`src/tsp_pkg.sv`:
```
package tsp_pkg;

  // ----------------------------------------------------------------
  // Register map (indices as printed, byte address is four times)
  // ----------------------------------------------------------------
  localparam logic [11:0] IDX_COUNT = 12'h001;
  localparam logic [11:0] IDX_IRQ_CTRL = 12'h00b;
  localparam logic [11:0] IDX_CORE_CFG = 12'h081;
  localparam logic [11:0] IDX_PORTA_DIR = 12'h085;
  localparam logic [11:0] IDX_WDT_CTRL = 12'h0c0;
  localparam logic [11:0] ADDR_COUNT = IDX_COUNT << 2;
  localparam logic [11:0] ADDR_IRQ_CTRL = IDX_IRQ_CTRL << 2;
  localparam logic [11:0] ADDR_CORE_CFG = IDX_CORE_CFG << 2;
  localparam logic [11:0] ADDR_PORTA_DIR = IDX_PORTA_DIR << 2;
  localparam logic [11:0] ADDR_WDT_CTRL = IDX_WDT_CTRL << 2;

  // ----------------------------------------------------------------
  // Reset values
  // ----------------------------------------------------------------
  localparam logic [7:0] RST_COUNT = 8'h00;
  localparam logic [7:0] RST_IRQ_CTRL = 8'h00;
  localparam logic [7:0] RST_CORE_CFG = 8'hff;
  localparam logic [4:0] RST_PORTA_DIR = 5'h1f;
  localparam logic RST_WDT_EN = 1'b1;

  // ----------------------------------------------------------------
  // Field positions
  // ----------------------------------------------------------------
  localparam int CFG_RATIO_LSB = 0;
  localparam int CFG_ASSIGN_BIT = 3;
  localparam int CFG_EDGE_BIT = 4;
  localparam int CFG_SOURCE_BIT = 5;
  localparam int IRQ_FLAG_BIT = 2;
  localparam int IRQ_EN_BIT = 5;
  localparam int WDT_CLR_BIT = 0;
  localparam int WDT_EN_BIT = 1;
  localparam int WDT_FIRED_BIT = 2;

  // ----------------------------------------------------------------
  // Phase clocks and timing
  // ----------------------------------------------------------------
  localparam logic [1:0] PH_SECOND = 2'h1;
  localparam logic [1:0] PH_FOURTH = 2'h3;
  localparam logic [1:0] INHIBIT_CYCLES = 2'h2;
  localparam int CLK_PERIOD_PS = 5000;
  localparam int WDT_TICK_NS = 1000;
  localparam int WDT_TICK_CYCLES = (WDT_TICK_NS * 1000) / CLK_PERIOD_PS;
  localparam logic [7:0] WDT_LIMIT = 8'hff;

endpackage

```
`src/tsp_scale_if.sv`:
```
`timescale 1ns/1ps
`default_nettype none

interface tsp_scale_if;
  logic tick;
  logic clear;
  logic [7:0] count;

  modport owner (output tick, output clear, input count);
  modport scaler (input tick, input clear, output count);
endinterface

`default_nettype wire

```
`src/tsp_timer_top.sv`:
```
//
// Summary of operation
// - Sampler takes raw count pin unscaled, else prescaler tap, at phases two and four.
// - Prescaled external input is divided first, giving a symmetrical tap to the sampler.
// - Count advances three to seven oscillator periods after a pin change.
// - One 8-bit scaler serves timer or watchdog; the other runs unscaled.
// - Low four configuration bits pick scaler owner and division ratio.
// - Any count write clears the scaler while the timer owns it.
// - Watchdog clear empties scaler and watchdog counter while watchdog owns it.
// - Scaler count is hidden from software; only clears and counting change it.
// - Scaler ownership may change at any time; a switch stops neither counter.
// - Internal source counts each instruction cycle; a write blocks two cycles.
// - Edge select bit clear counts rising pin edges, set counts falling ones.
// - Assignment bit clear gives timer the scaler, ratios 1:2 to 1:256.
// - Wrap from ff to 00 sets overflow flag, cleared by software; enable gates only the irq.
//
`timescale 1ns/1ps
`default_nettype none

module tsp_timer_top
  import tsp_pkg::*;
(
  // Clock and reset
  input wire logic clk,
  input wire logic reset,
  // APB slave
  input wire logic psel,
  input wire logic penable,
  input wire logic pwrite,
  input wire logic [11:0] paddr,
  input wire logic [31:0] pwdata,
  output logic [31:0] prdata,
  output logic pready,
  output logic pslverr,
  // External count pin
  input wire logic ext_count_input,
  // Block outputs
  output logic [7:0] count_value,
  output logic overflow_irq,
  output logic watchdog_reset,
  output logic [4:0] port_a_direction
);

  // ----------------------------------------------------------------
  // Helpers
  // ----------------------------------------------------------------
  function automatic logic rise_at(input logic [7:0] cur, input logic [7:0] prev,
                                   input logic [2:0] idx);
    rise_at = cur[idx] & ~prev[idx];
  endfunction

  // ----------------------------------------------------------------
  // State
  // ----------------------------------------------------------------
  logic [7:0] count_value_reg_q;
  logic [7:0] irq_control_reg_q;
  logic [7:0] core_cfg_q;
  logic [4:0] port_a_direction_reg_q;
  logic wdt_en_q;
  logic wdt_fired_q;
  logic [1:0] phase_q;
  logic ext_s1_q;
  logic ext_s2_q;
  logic ext_lvl_q;
  logic sample_q;
  logic sample_prev_q;
  logic [7:0] scl_prev_q;
  logic [1:0] inhibit_q;
  logic [15:0] wdt_base_q;
  logic [7:0] watchdog_timer_q;
  logic [31:0] prdata_q;
  logic pready_q;
  logic pslverr_q;
  logic overflow_irq_q;
  logic watchdog_reset_q;

  tsp_scale_if scl_if ();

  tsp_scaler u_scaler (
    .clk(clk),
    .reset(reset),
    .sif(scl_if)
  );

  // ----------------------------------------------------------------
  // APB decode
  // ----------------------------------------------------------------
  wire logic apb_access = psel & penable;
  wire logic apb_commit = apb_access & pready_q;
  wire logic apb_wr = apb_commit & pwrite;
  wire logic sel_count = (paddr == ADDR_COUNT);
  wire logic sel_irq = (paddr == ADDR_IRQ_CTRL);
  wire logic sel_cfg = (paddr == ADDR_CORE_CFG);
  wire logic sel_dir = (paddr == ADDR_PORTA_DIR);
  wire logic sel_wdt = (paddr == ADDR_WDT_CTRL);
  wire logic sel_none = ~(sel_count | sel_irq | sel_cfg | sel_dir | sel_wdt);
  wire logic cnt_wr = apb_wr & sel_count;
  wire logic irq_wr = apb_wr & sel_irq;
  wire logic cfg_wr = apb_wr & sel_cfg;
  wire logic dir_wr = apb_wr & sel_dir;
  wire logic wdt_wr = apb_wr & sel_wdt;
  wire logic watchdog_clear_instr = wdt_wr & pwdata[WDT_CLR_BIT];

  logic [7:0] rd_byte;
  always_comb
  begin
    if (sel_count)
      rd_byte = count_value_reg_q;
    else if (sel_irq)
      rd_byte = irq_control_reg_q;
    else if (sel_cfg)
      rd_byte = core_cfg_q;
    else if (sel_dir)
      rd_byte = {3'h0, port_a_direction_reg_q};
    else if (sel_wdt)
      rd_byte = {5'h00, wdt_fired_q, wdt_en_q, 1'b0};
    else
      rd_byte = 8'h00;
  end

  // ----------------------------------------------------------------
  // Configuration fields
  // ----------------------------------------------------------------
  wire logic [2:0] scale_ratio_sel = core_cfg_q[CFG_RATIO_LSB +: 3];
  wire logic scaler_assign_sel = core_cfg_q[CFG_ASSIGN_BIT];
  wire logic count_edge_sel = core_cfg_q[CFG_EDGE_BIT];
  wire logic count_source_sel = core_cfg_q[CFG_SOURCE_BIT];
  // Ownership follows the live bit, so it may flip mid-run
  wire logic timer_owns = ~scaler_assign_sel;

  // ----------------------------------------------------------------
  // Phase clocks and pin synchroniser
  // ----------------------------------------------------------------
  wire logic instr_tick = (phase_q == PH_FOURTH);
  wire logic sample_phase = (phase_q == PH_SECOND) | (phase_q == PH_FOURTH);
  // Falling-edge select inverts the level so one rising detector serves both
  wire logic ext_lvl = ext_s2_q ^ count_edge_sel;
  wire logic ext_rise = ext_lvl & ~ext_lvl_q;

  always_ff @(posedge clk)
  begin
    if (reset)
    begin
      phase_q <= 2'h0;
      ext_s1_q <= 1'b0;
      ext_s2_q <= 1'b0;
      // Start at the idle pin level seen through the reset edge select: no false edge
      ext_lvl_q <= RST_CORE_CFG[CFG_EDGE_BIT];
    end
    else
    begin
      phase_q <= phase_q + 2'h1;
      ext_s1_q <= ext_count_input;
      ext_s2_q <= ext_s1_q;
      ext_lvl_q <= ext_lvl;
    end
  end

  // ----------------------------------------------------------------
  // Shared scaler steering
  // ----------------------------------------------------------------
  wire logic wdt_base_tick = (wdt_base_q == 16'(WDT_TICK_CYCLES - 1));
  wire logic timer_src_tick = count_source_sel ? ext_rise : instr_tick;
  assign scl_if.tick = timer_owns ? timer_src_tick : wdt_base_tick;
  assign scl_if.clear = timer_owns ? cnt_wr : watchdog_clear_instr;

  // Tap n toggles every 2^n input events, one full period is 2^(n+1)
  wire logic timer_div_rise = rise_at(scl_if.count, scl_prev_q, scale_ratio_sel);
  wire logic [2:0] wdt_tap = scale_ratio_sel - 3'h1;
  wire logic wdt_div_rise = rise_at(scl_if.count, scl_prev_q, wdt_tap);

  // ----------------------------------------------------------------
  // Sampler and increment
  // ----------------------------------------------------------------
  // Timing budget: two sync flops, one or two more edges to the sample phase,
  // then one to the counter, well inside seven oscillator periods.
  wire logic sample_src = timer_owns ? scl_if.count[scale_ratio_sel] : ext_lvl;
  wire logic sample_rise = sample_q & ~sample_prev_q;
  wire logic int_req = timer_owns ? timer_div_rise : instr_tick;
  wire logic inc_req = count_source_sel ? sample_rise : int_req;
  wire logic inc = inc_req & (inhibit_q == 2'h0) & ~cnt_wr;
  wire logic ovf_set = inc & (count_value_reg_q == 8'hff);

  always_ff @(posedge clk)
  begin
    if (reset)
    begin
      // Same idle level as the pin path, so the first sample is not a rise
      sample_q <= RST_CORE_CFG[CFG_EDGE_BIT];
      sample_prev_q <= RST_CORE_CFG[CFG_EDGE_BIT];
      scl_prev_q <= 8'h00;
    end
    else
    begin
      if (sample_phase)
        sample_q <= sample_src;
      sample_prev_q <= sample_q;
      scl_prev_q <= scl_if.count;
    end
  end

  // ----------------------------------------------------------------
  // Count and flag registers
  // ----------------------------------------------------------------
  always_ff @(posedge clk)
  begin
    if (reset)
      inhibit_q <= 2'h0;
    else if (cnt_wr)
      inhibit_q <= INHIBIT_CYCLES;
    else if (instr_tick && inhibit_q != 2'h0)
      inhibit_q <= inhibit_q - 2'h1;
  end

  always_ff @(posedge clk)
  begin
    if (reset)
      count_value_reg_q <= RST_COUNT;
    else if (cnt_wr)
      count_value_reg_q <= pwdata[7:0];
    else if (inc)
      count_value_reg_q <= count_value_reg_q + 8'h01;
  end

  // A wrap in the same cycle as a software clear keeps the flag set
  always_ff @(posedge clk)
  begin
    if (reset)
      irq_control_reg_q <= RST_IRQ_CTRL;
    else
    begin
      if (irq_wr)
        irq_control_reg_q <= pwdata[7:0];
      if (ovf_set)
        irq_control_reg_q[IRQ_FLAG_BIT] <= 1'b1;
    end
  end

  always_ff @(posedge clk)
  begin
    if (reset)
    begin
      core_cfg_q <= RST_CORE_CFG;
      port_a_direction_reg_q <= RST_PORTA_DIR;
      wdt_en_q <= RST_WDT_EN;
    end
    else
    begin
      if (cfg_wr)
        core_cfg_q <= pwdata[7:0];
      if (dir_wr)
        port_a_direction_reg_q <= pwdata[4:0];
      if (wdt_wr)
        wdt_en_q <= pwdata[WDT_EN_BIT];
    end
  end

  // ----------------------------------------------------------------
  // Watchdog
  // ----------------------------------------------------------------
  // Without the scaler the watchdog steps on every base tick; ratio code 0
  // also means no division when it does own the scaler.
  wire logic wdt_scaled = (scale_ratio_sel == 3'h0) ? wdt_base_tick : wdt_div_rise;
  wire logic wdt_step = timer_owns ? wdt_base_tick : wdt_scaled;
  wire logic wdt_expire = wdt_step & (watchdog_timer_q == WDT_LIMIT);

  always_ff @(posedge clk)
  begin
    if (reset || wdt_base_tick)
      wdt_base_q <= 16'h0000;
    else
      wdt_base_q <= wdt_base_q + 16'h0001;
  end

  always_ff @(posedge clk)
  begin
    if (reset || watchdog_clear_instr || !wdt_en_q)
      watchdog_timer_q <= 8'h00;
    else if (wdt_step)
      watchdog_timer_q <= watchdog_timer_q + 8'h01;
  end

  // Fired flag: expiry wins over the clear written with the same access
  always_ff @(posedge clk)
  begin
    if (reset)
      wdt_fired_q <= 1'b0;
    else if (wdt_expire && wdt_en_q)
      wdt_fired_q <= 1'b1;
    else if (wdt_wr && pwdata[WDT_FIRED_BIT])
      wdt_fired_q <= 1'b0;
  end

  // ----------------------------------------------------------------
  // APB answer and outputs
  // ----------------------------------------------------------------
  // One wait state: pready rises in the second access cycle
  always_ff @(posedge clk)
  begin
    if (reset)
    begin
      pready_q <= 1'b0;
      pslverr_q <= 1'b0;
      prdata_q <= 32'h0000_0000;
    end
    else
    begin
      pready_q <= apb_access & ~pready_q;
      pslverr_q <= apb_access & ~pready_q & sel_none;
      prdata_q <= (apb_access && !pready_q && !pwrite) ? {24'h000000, rd_byte} : 32'h0000_0000;
    end
  end

  always_ff @(posedge clk)
  begin
    if (reset)
    begin
      overflow_irq_q <= 1'b0;
      watchdog_reset_q <= 1'b0;
    end
    else
    begin
      overflow_irq_q <= irq_control_reg_q[IRQ_FLAG_BIT] & irq_control_reg_q[IRQ_EN_BIT];
      watchdog_reset_q <= wdt_expire & wdt_en_q;
    end
  end

  assign prdata = prdata_q;
  assign pready = pready_q;
  assign pslverr = pslverr_q;
  assign count_value = count_value_reg_q;
  assign overflow_irq = overflow_irq_q;
  assign watchdog_reset = watchdog_reset_q;
  assign port_a_direction = port_a_direction_reg_q;

endmodule

`default_nettype wire

```
`src/tsp_scaler.sv`:
```
`timescale 1ns/1ps
`default_nettype none

module tsp_scaler
  import tsp_pkg::*;
(
  // Clock and reset
  input wire logic clk,
  input wire logic reset,
  // Owner side
  tsp_scale_if.scaler sif
);

  logic [7:0] count_q;
  logic [7:0] count_d;

  // ----------------------------------------------------------------
  // Shared counter
  // ----------------------------------------------------------------
  // Each bit toggles at half the rate of the one below, so every tap is
  // a symmetrical square wave, as the ripple chain would give.
  assign count_d = sif.clear ? 8'h00 : (sif.tick ? count_q + 8'h01 : count_q);
  assign sif.count = count_q;

  always_ff @(posedge clk)
  begin
    if (reset)
      count_q <= 8'h00;
    else
      count_q <= count_d;
  end

endmodule

`default_nettype wire

```
`config.mk`:
```
export PLATFORM = sky130hd
export DESIGN_NAME = tsp_timer_top
export DESIGN_NICKNAME = d
export VERILOG_FILES = /design/src/tsp_pkg.sv /design/src/tsp_scale_if.sv /design/src/tsp_timer_top.sv /design/src/tsp_scaler.sv
export SDC_FILE = /design/constraint.sdc
export NUM_CORES = 1
export LEC_CHECK = 0
export CAP_MARGIN = 20
export CORE_MARGIN = 2
export CORE_UTILIZATION = 45
export DETAILED_ROUTE_END_ITERATION = 8
export DONT_BUFFER_PORTS = 1
export HOLD_SLACK_MARGIN = 0.08
export PLACE_DENSITY = 0.72
export SKIP_LAST_GASP = 1
export SLEW_MARGIN = 20
export SYNTH_ARGS = -nofsm -noshare
export SYNTH_HDL_FRONTEND = slang
export SYNTH_SLANG_ARGS = --single-unit
```
`constraint.sdc`:
```
create_clock -name clk -period 2.1 [get_ports clk]
set_input_delay 0.42 -clock clk [delete_from_list [all_inputs] [get_ports clk]]
set_output_delay 0.42 -clock clk [all_outputs]
set_load 0.03 [all_outputs]
```
# Word level (Yosys, flattened, before mapping)
# Cells that the tools add are included.
[totals] out_inout_bits=49 reg_bits=116 romBits=0 mem_count=0 wordCells=129 latch_bits=0 ram_bits=0 in_bits=50
[op_classes] mux=29 n_shift=0 add_sub_neg=7 div_mod_pow=0 n_reduce_logical=21 mul=0 n_eq_ne=10 order_cmp=2 bitwise_logic=35
[ops] cell="2-to-1 mux 8 bit" n=5
[ops] cell="== test 12 x 10 -> 1 bit (second input constant)" n=3
[ops] cell="adder 8 x 1 -> 8 bit (second input constant)" n=3
[ops] cell="AND 1 bit" n=21
[ops] cell="adder 16 x 1 -> 16 bit (second input constant)" n=1
[ops] cell="== test 16 x 8 -> 1 bit (second input constant)" n=1
[ops] cell="== test 8 bit (second input constant)" n=2
[ops] cell="2-to-1 mux 1 bit" n=15
[ops] cell="binary-select mux 1 bit (select 3 bit)" n=4
[ops] cell="== test 12 x 3 -> 1 bit (second input constant)" n=1
[ops] cell="== test 12 x 6 -> 1 bit (second input constant)" n=1
[ops] cell="nonzero test 2 bit" n=5
[ops] cell="less-than comparator 3 x 4 -> 1 bit (second input constant)" n=2
[ops] cell="NOT 1 bit" n=8
[ops] cell="2-to-1 mux 3 bit" n=2
[ops] cell="OR reduction 2 bit" n=3
[ops] cell="logical AND 1 bit" n=5
[ops] cell="2-to-1 mux 5 bit" n=1
[ops] cell="bitwise OR 1 bit" n=5
[ops] cell="2-to-1 mux 2 bit" n=2
[ops] cell="zero test 1 bit" n=3
[ops] cell="zero test 3 bit" n=1
[ops] cell="logical OR 1 bit" n=3
[ops] cell="subtractor 3 x 1 -> 3 bit (second input constant)" n=1
[ops] cell="6 further kinds" n=6

# Depth between registers and ports, before layout
[depth] word_depth=10 mapped_depth=7

# By module
# Synthesis repeated with hierarchy kept, for this count alone.
[hier_totals] hier_cells=513 area_unflattened_um2=4581.9
[modules_own_cells] module="tsp_timer_top" area_per_inst_um2=4236.6 instances=1 cells_per_inst=475
[modules_own_cells] module="tsp_scaler" area_per_inst_um2=345.3 instances=1 cells_per_inst=38

# Worst setup path before layout
# No wires, ideal clock.
[synth_timing] path_kind="register -> register" startpoint="reg core_cfg_q[1]" endpoint="reg count_value_reg_q[2], in the netlist count_value[2]" path_slack_ns=-0.104 synth_period_minus_slack_ns=2.204 path_buffers=1 t_arrival_ns=2.116 stages_incl_launch_ff=7 cell_sequence="dfxtp_1 buf_6 mux4_2 mux2_4 or3_4 a2111o_1 a311oi_2"
[synth_via] elab_chain_cells=9
[synth_rtl] element="from (decl)" line="tsp_timer_top.sv:57" source="logic [7:0] core_cfg_q;"
[synth_rtl] element="from (signal assigned)" line="tsp_timer_top.sv:250" source="core_cfg_q <= pwdata[7:0];"
[synth_rtl] element="binary-select mux 1 bit (select 3 bit)" line="tsp_timer_top.sv:49" source="rise_at = cur[idx] & ~prev[idx];"
[synth_rtl] element="2-to-1 mux 1 bit (not written as such)" line="tsp_timer_top.sv:49"
[synth_rtl] element="NOT 1 bit" line="tsp_timer_top.sv:49"
[synth_rtl] element="AND 1 bit *" line="tsp_timer_top.sv:49"
[synth_rtl] element="2-to-1 mux 1 bit *" line="tsp_timer_top.sv:179" source="wire logic int_req = timer_owns ? timer_div_rise : instr_tick;"
[synth_rtl] element="2-to-1 mux 1 bit *" line="tsp_timer_top.sv:180" source="wire logic inc_req = count_source_sel ? sample_rise : int_req;"
[synth_rtl] element="AND 1 bit * (2 in a row)" line="tsp_timer_top.sv:181" source="wire logic inc = inc_req & (inhibit_q == 2'h0) & ~cnt_wr;"
[synth_rtl] element="nonzero test 2 bit (no line) *"
[synth_rtl] element="to (signal assigned)" line="tsp_timer_top.sv:220" source="count_value_reg_q <= pwdata[7:0];"
[synth_rtl] element="to (signal assigned)" line="tsp_timer_top.sv:222" source="count_value_reg_q <= count_value_reg_q + 8'h01;"
[synth_rtl] element="to (decl)" line="tsp_timer_top.sv:55" source="logic [7:0] count_value_reg_q;"
# Mark *: on every way between the ends. The rest lies on a longest branch, timed or not. The select of a mux whose other input is x is not followed.
# A chain may end at the register's enable or synchronous reset.

# Final worst setup path
# Ends and elaborated chain as after synthesis.

==> impl_results.md <==
* Switching Fraction at 22.78%
* RSZ-0062 raised after global routing: yes
* Fin crit share at 106.9%
* Leading area contributor after synthesis: dfxtp_1
* Least-Margin Pin Slew at 819.3 ps
* Seq cells post-synth at 92
* Vias/cell at 5.691
* Antenna Violating Nets Remaining at 0
* Post-synth cell types at 69
* Starting Density at 46.84%
* DP Cell Count at 685
* Vias in the first global route at 3835
* Setup Skew at 11.99 ps
* Maximum root-to-sink buffer count at 2
* Die Y-Extent at 105.3 um
* Diodes inserted at 0
* Maxcap violations at 0
* Hold WC Path Type: primary input to register
* Status: complete, but fails checks
* Reg power frac at 53.9%
* Adder-cell share of the synthesized area at 2.437%
* Number of synthesized flops with an enable pin at 0
* Critical path buffers and inverters at 0
* Combinational family with the most area after synthesis: simple AND/OR/NAND/NOR gates
* Critical-path cell list: mux4_2, mux2_4, or3_4, a2111o_1, a311oi_2
* Hpwl dp at 8.021 mm
* CP arrival at 2530 ps
* Design area at 0.005354 mm^2
* Synth Area in XOR/XNOR at 4.360%
* Crit path largest cell delay at 500 ps
* CTS tree: built
* Clock Root Buffer: clkbuf_8
* CP Max Fanout at 5
* Clock-pin slew on the worst setup and hold paths at 90 ps
* Total gr overflow at 0
* Layout Utilization at 54.27%
* Final #Nets at 623
* Post-Syn Area at 0.004621 mm^2
* Top cells by count, synth: dfxtp_1 (92), nor2_1 (60), nand2_1 (55)
* Layout overhead on the synthesized area at 15.87%
* Final worst slack at -145.1 ps
* DP Area at 0.004991 mm^2
* Combinational power share at 4.3%
* CORE AREA at 0.009864 mm^2
* Layout cells sized above 1 at 19.33%
* Crit Path Class: register to register
* Worst Setup End Kind: register
* I/O Pins at 99
* Synth Instances at 519
* Num CTS Buffers at 9
* Async S/R FF share, synth at 0%
* Req. time, crit path at 2380 ps
* Synth top area cells: dfxtp_1 (40%), nor2_1 (4.9%), nand2_1 (4.5%)
* Yosys warning count at 0
* Global-route wire length before repair at 17.93 mm
* Worst slack at placement at -222.5 ps
* Synth Area in Compound Gates at 15.25%
* # H-tree levels at 3
* Syn_area_per_cell at 8.903 um^2
* Sink Count at 92
* Total power at 3.275 mW
* WL per Instance at 15.77 um
* Via Count at 3995
* DRT iter0 DRCs at 245
* Area share of the largest cell type after synthesis at 39.86%
* Largest net degree at the start of global routing at 34
* Mux contribution to synthesized area at 6.282%
* Worst path top cell family by delay: multiplexers
* Initial antenna violation count at 0
* Drt first pass iters at 5
* Die area at 0.01109 mm^2
* Synth Flop Type: dfxtp_1
* WL final at 11.07 mm
* GRT Total Usage at 19.87%
* Worst rel slew slack at 45.18%
* Worst path slowest cell: mux4_2
* Failing checks: setup timing
* Final Hold Fails at 0
* Die width at 105.3 um
* Setup-failing EPs final at 10
* Startpoint types: register
* # DRC at 0
* # fillers at 877
* Std-Cell Rows at 36
* Leak at 1.948 nW
* IO buf count at 0
* Post-Layout Cell Count at 702
* Sequential share of the synthesized area at 39.86%
* Max Clock Freq at 0.4454 GHz
* Count of final max-slew check failures at 0
* Most frequent cell after synthesis: dfxtp_1
* P_int at 2.529 mW
* Max IR drop VDD at 0.2718 mV
* Fin crit period at 2245 ps
* Clock power share at 41.8%
* Clock latency on the worst-skew pair at 360 ps
* P_sw at 0.7461 mW
* Simple-gate area share of the yosys netlist at 23.69%
* Cell Pwr Density at 611.8 mW/mm^2
* Placer Congestion at 0.9090
==> metrics by stage <==
stage	setup TNS (ps)	hold slack [ps]
6_report	-697.9	121.3
2_1_floorplan	-197.7	413.8
5_1_grt	-2075	98.94
3_3_place_gp	-1219	418.3
4_1_cts	-659.3	101.1
3_5_place_dp	-2151	433.7
==> cell families (layout without fill, tap and decap cells) <==
kind of cell             after synthesis  after routing
multiplexers                          23             23
other                                  1             24
XOR/XNOR                              23             23
AND/OR/NAND/NOR                      217            217
buffers and inverters                 64             91
AO/OA/AOI/OAI                         90             90
flip-flops                            92             92
adder cells (fa/ha/maj)                9              9
==> worst paths after layout <==
kind	from	cells after the start	to	slack (ps)
max reg2reg	core_cfg_q[1]	5	count_value[2]	-150
max	core_cfg_q[1]	5	count_value[2]	-150
min	reset	1	irq_control_reg_q[3]	120
min reg2reg	ext_s1_q	1	ext_s2_q	450
==> layout by cell type, fill, tap and decap left out, types with 13 or more instances in the layout <==
master,count
inv_1,19
a21oi_1,17
nand2_1,55
conb_1,24
mux2i_1,17
nor2_1,60
nand3_1,23
xnor2_1,13
buf_4,53
dfxtp_1,88
==> layout make-up <==
class	count	area (um^2)	share of cell area [%]
clock buffer	11	151.4	2.828
inverter	21	81.33	1.519
multi-input combinational	386	2614	48.82
tap	133	166.4	3.108
clock inverter	5	82.58	1.542
timing repair buffer	54	409.1	7.642
sequential	92	1849	34.54
==> worst register-to-register path: stages (launching register included) <==
cell      delay [ps]
dfxtp_4          390
mux4_2           500
mux2_4           300
or3_4            360
a2111o_1         380
a311oi_2         230
==> flip-flops by register name (all words and copies together), names as in the netlist <==
| register | cells |
|---|---|
| pslverr | 1 |
| count_value | 8 |
| ext_s2_q | 1 |
| watchdog_reset | 1 |
| wdt_en_q | 1 |
| phase_q | 2 |
| u_scaler.sif.count | 8 |
| core_cfg_q | 8 |
| ext_lvl_q | 1 |
| port_a_direction | 5 |
| sample_prev_q | 1 |
| watchdog_timer_q | 8 |
| scl_prev_q | 8 |
| irq_control_reg_q | 8 |
| pready | 1 |
| inhibit_q | 2 |
| overflow_irq | 1 |
| ext_s1_q | 1 |
| sample_q | 1 |
| prdata | 8 |
| wdt_base_q | 16 |
| wdt_fired_q | 1 |
==> layer usage <==
layer  GRT usage (%)  part of all wire (%)  vias to the layer above  routed length (um)
met5               0                     0                        -                   0
met4           8.286                   1.8                        0                 199
met3           5.875                   7.9                       23                 879
met2           33.64                    49                      139                5374
met1           23.36                    42                     1919                4619
li1                -                     -                     1914                   -
==> power by group through the flow <==
| stage | Clock [mW] | Combinational, mW | Sequential (mW) |
|---|---|---|---|
| 2_1_floorplan | 0 | 0.155 | 1.81 |
| 3_3_place_gp | 0 | 0.134 | 1.81 |
| 3_5_place_dp | 0 | 0.137 | 1.81 |
| 4_1_cts | 1.39 | 0.139 | 1.77 |
| 5_1_grt | 1.46 | 0.153 | 1.77 |
| 6_report | 1.37 | 0.140 | 1.77 |
==> timing repair <==
item	4_1_cts	5_1_grt
hold buffers	0	0
setup endpoints to repair	18	24
pin swaps	6	3
gates resized for setup	13	19
buffers inserted	0	1
(Power assumes the default switching activity.)
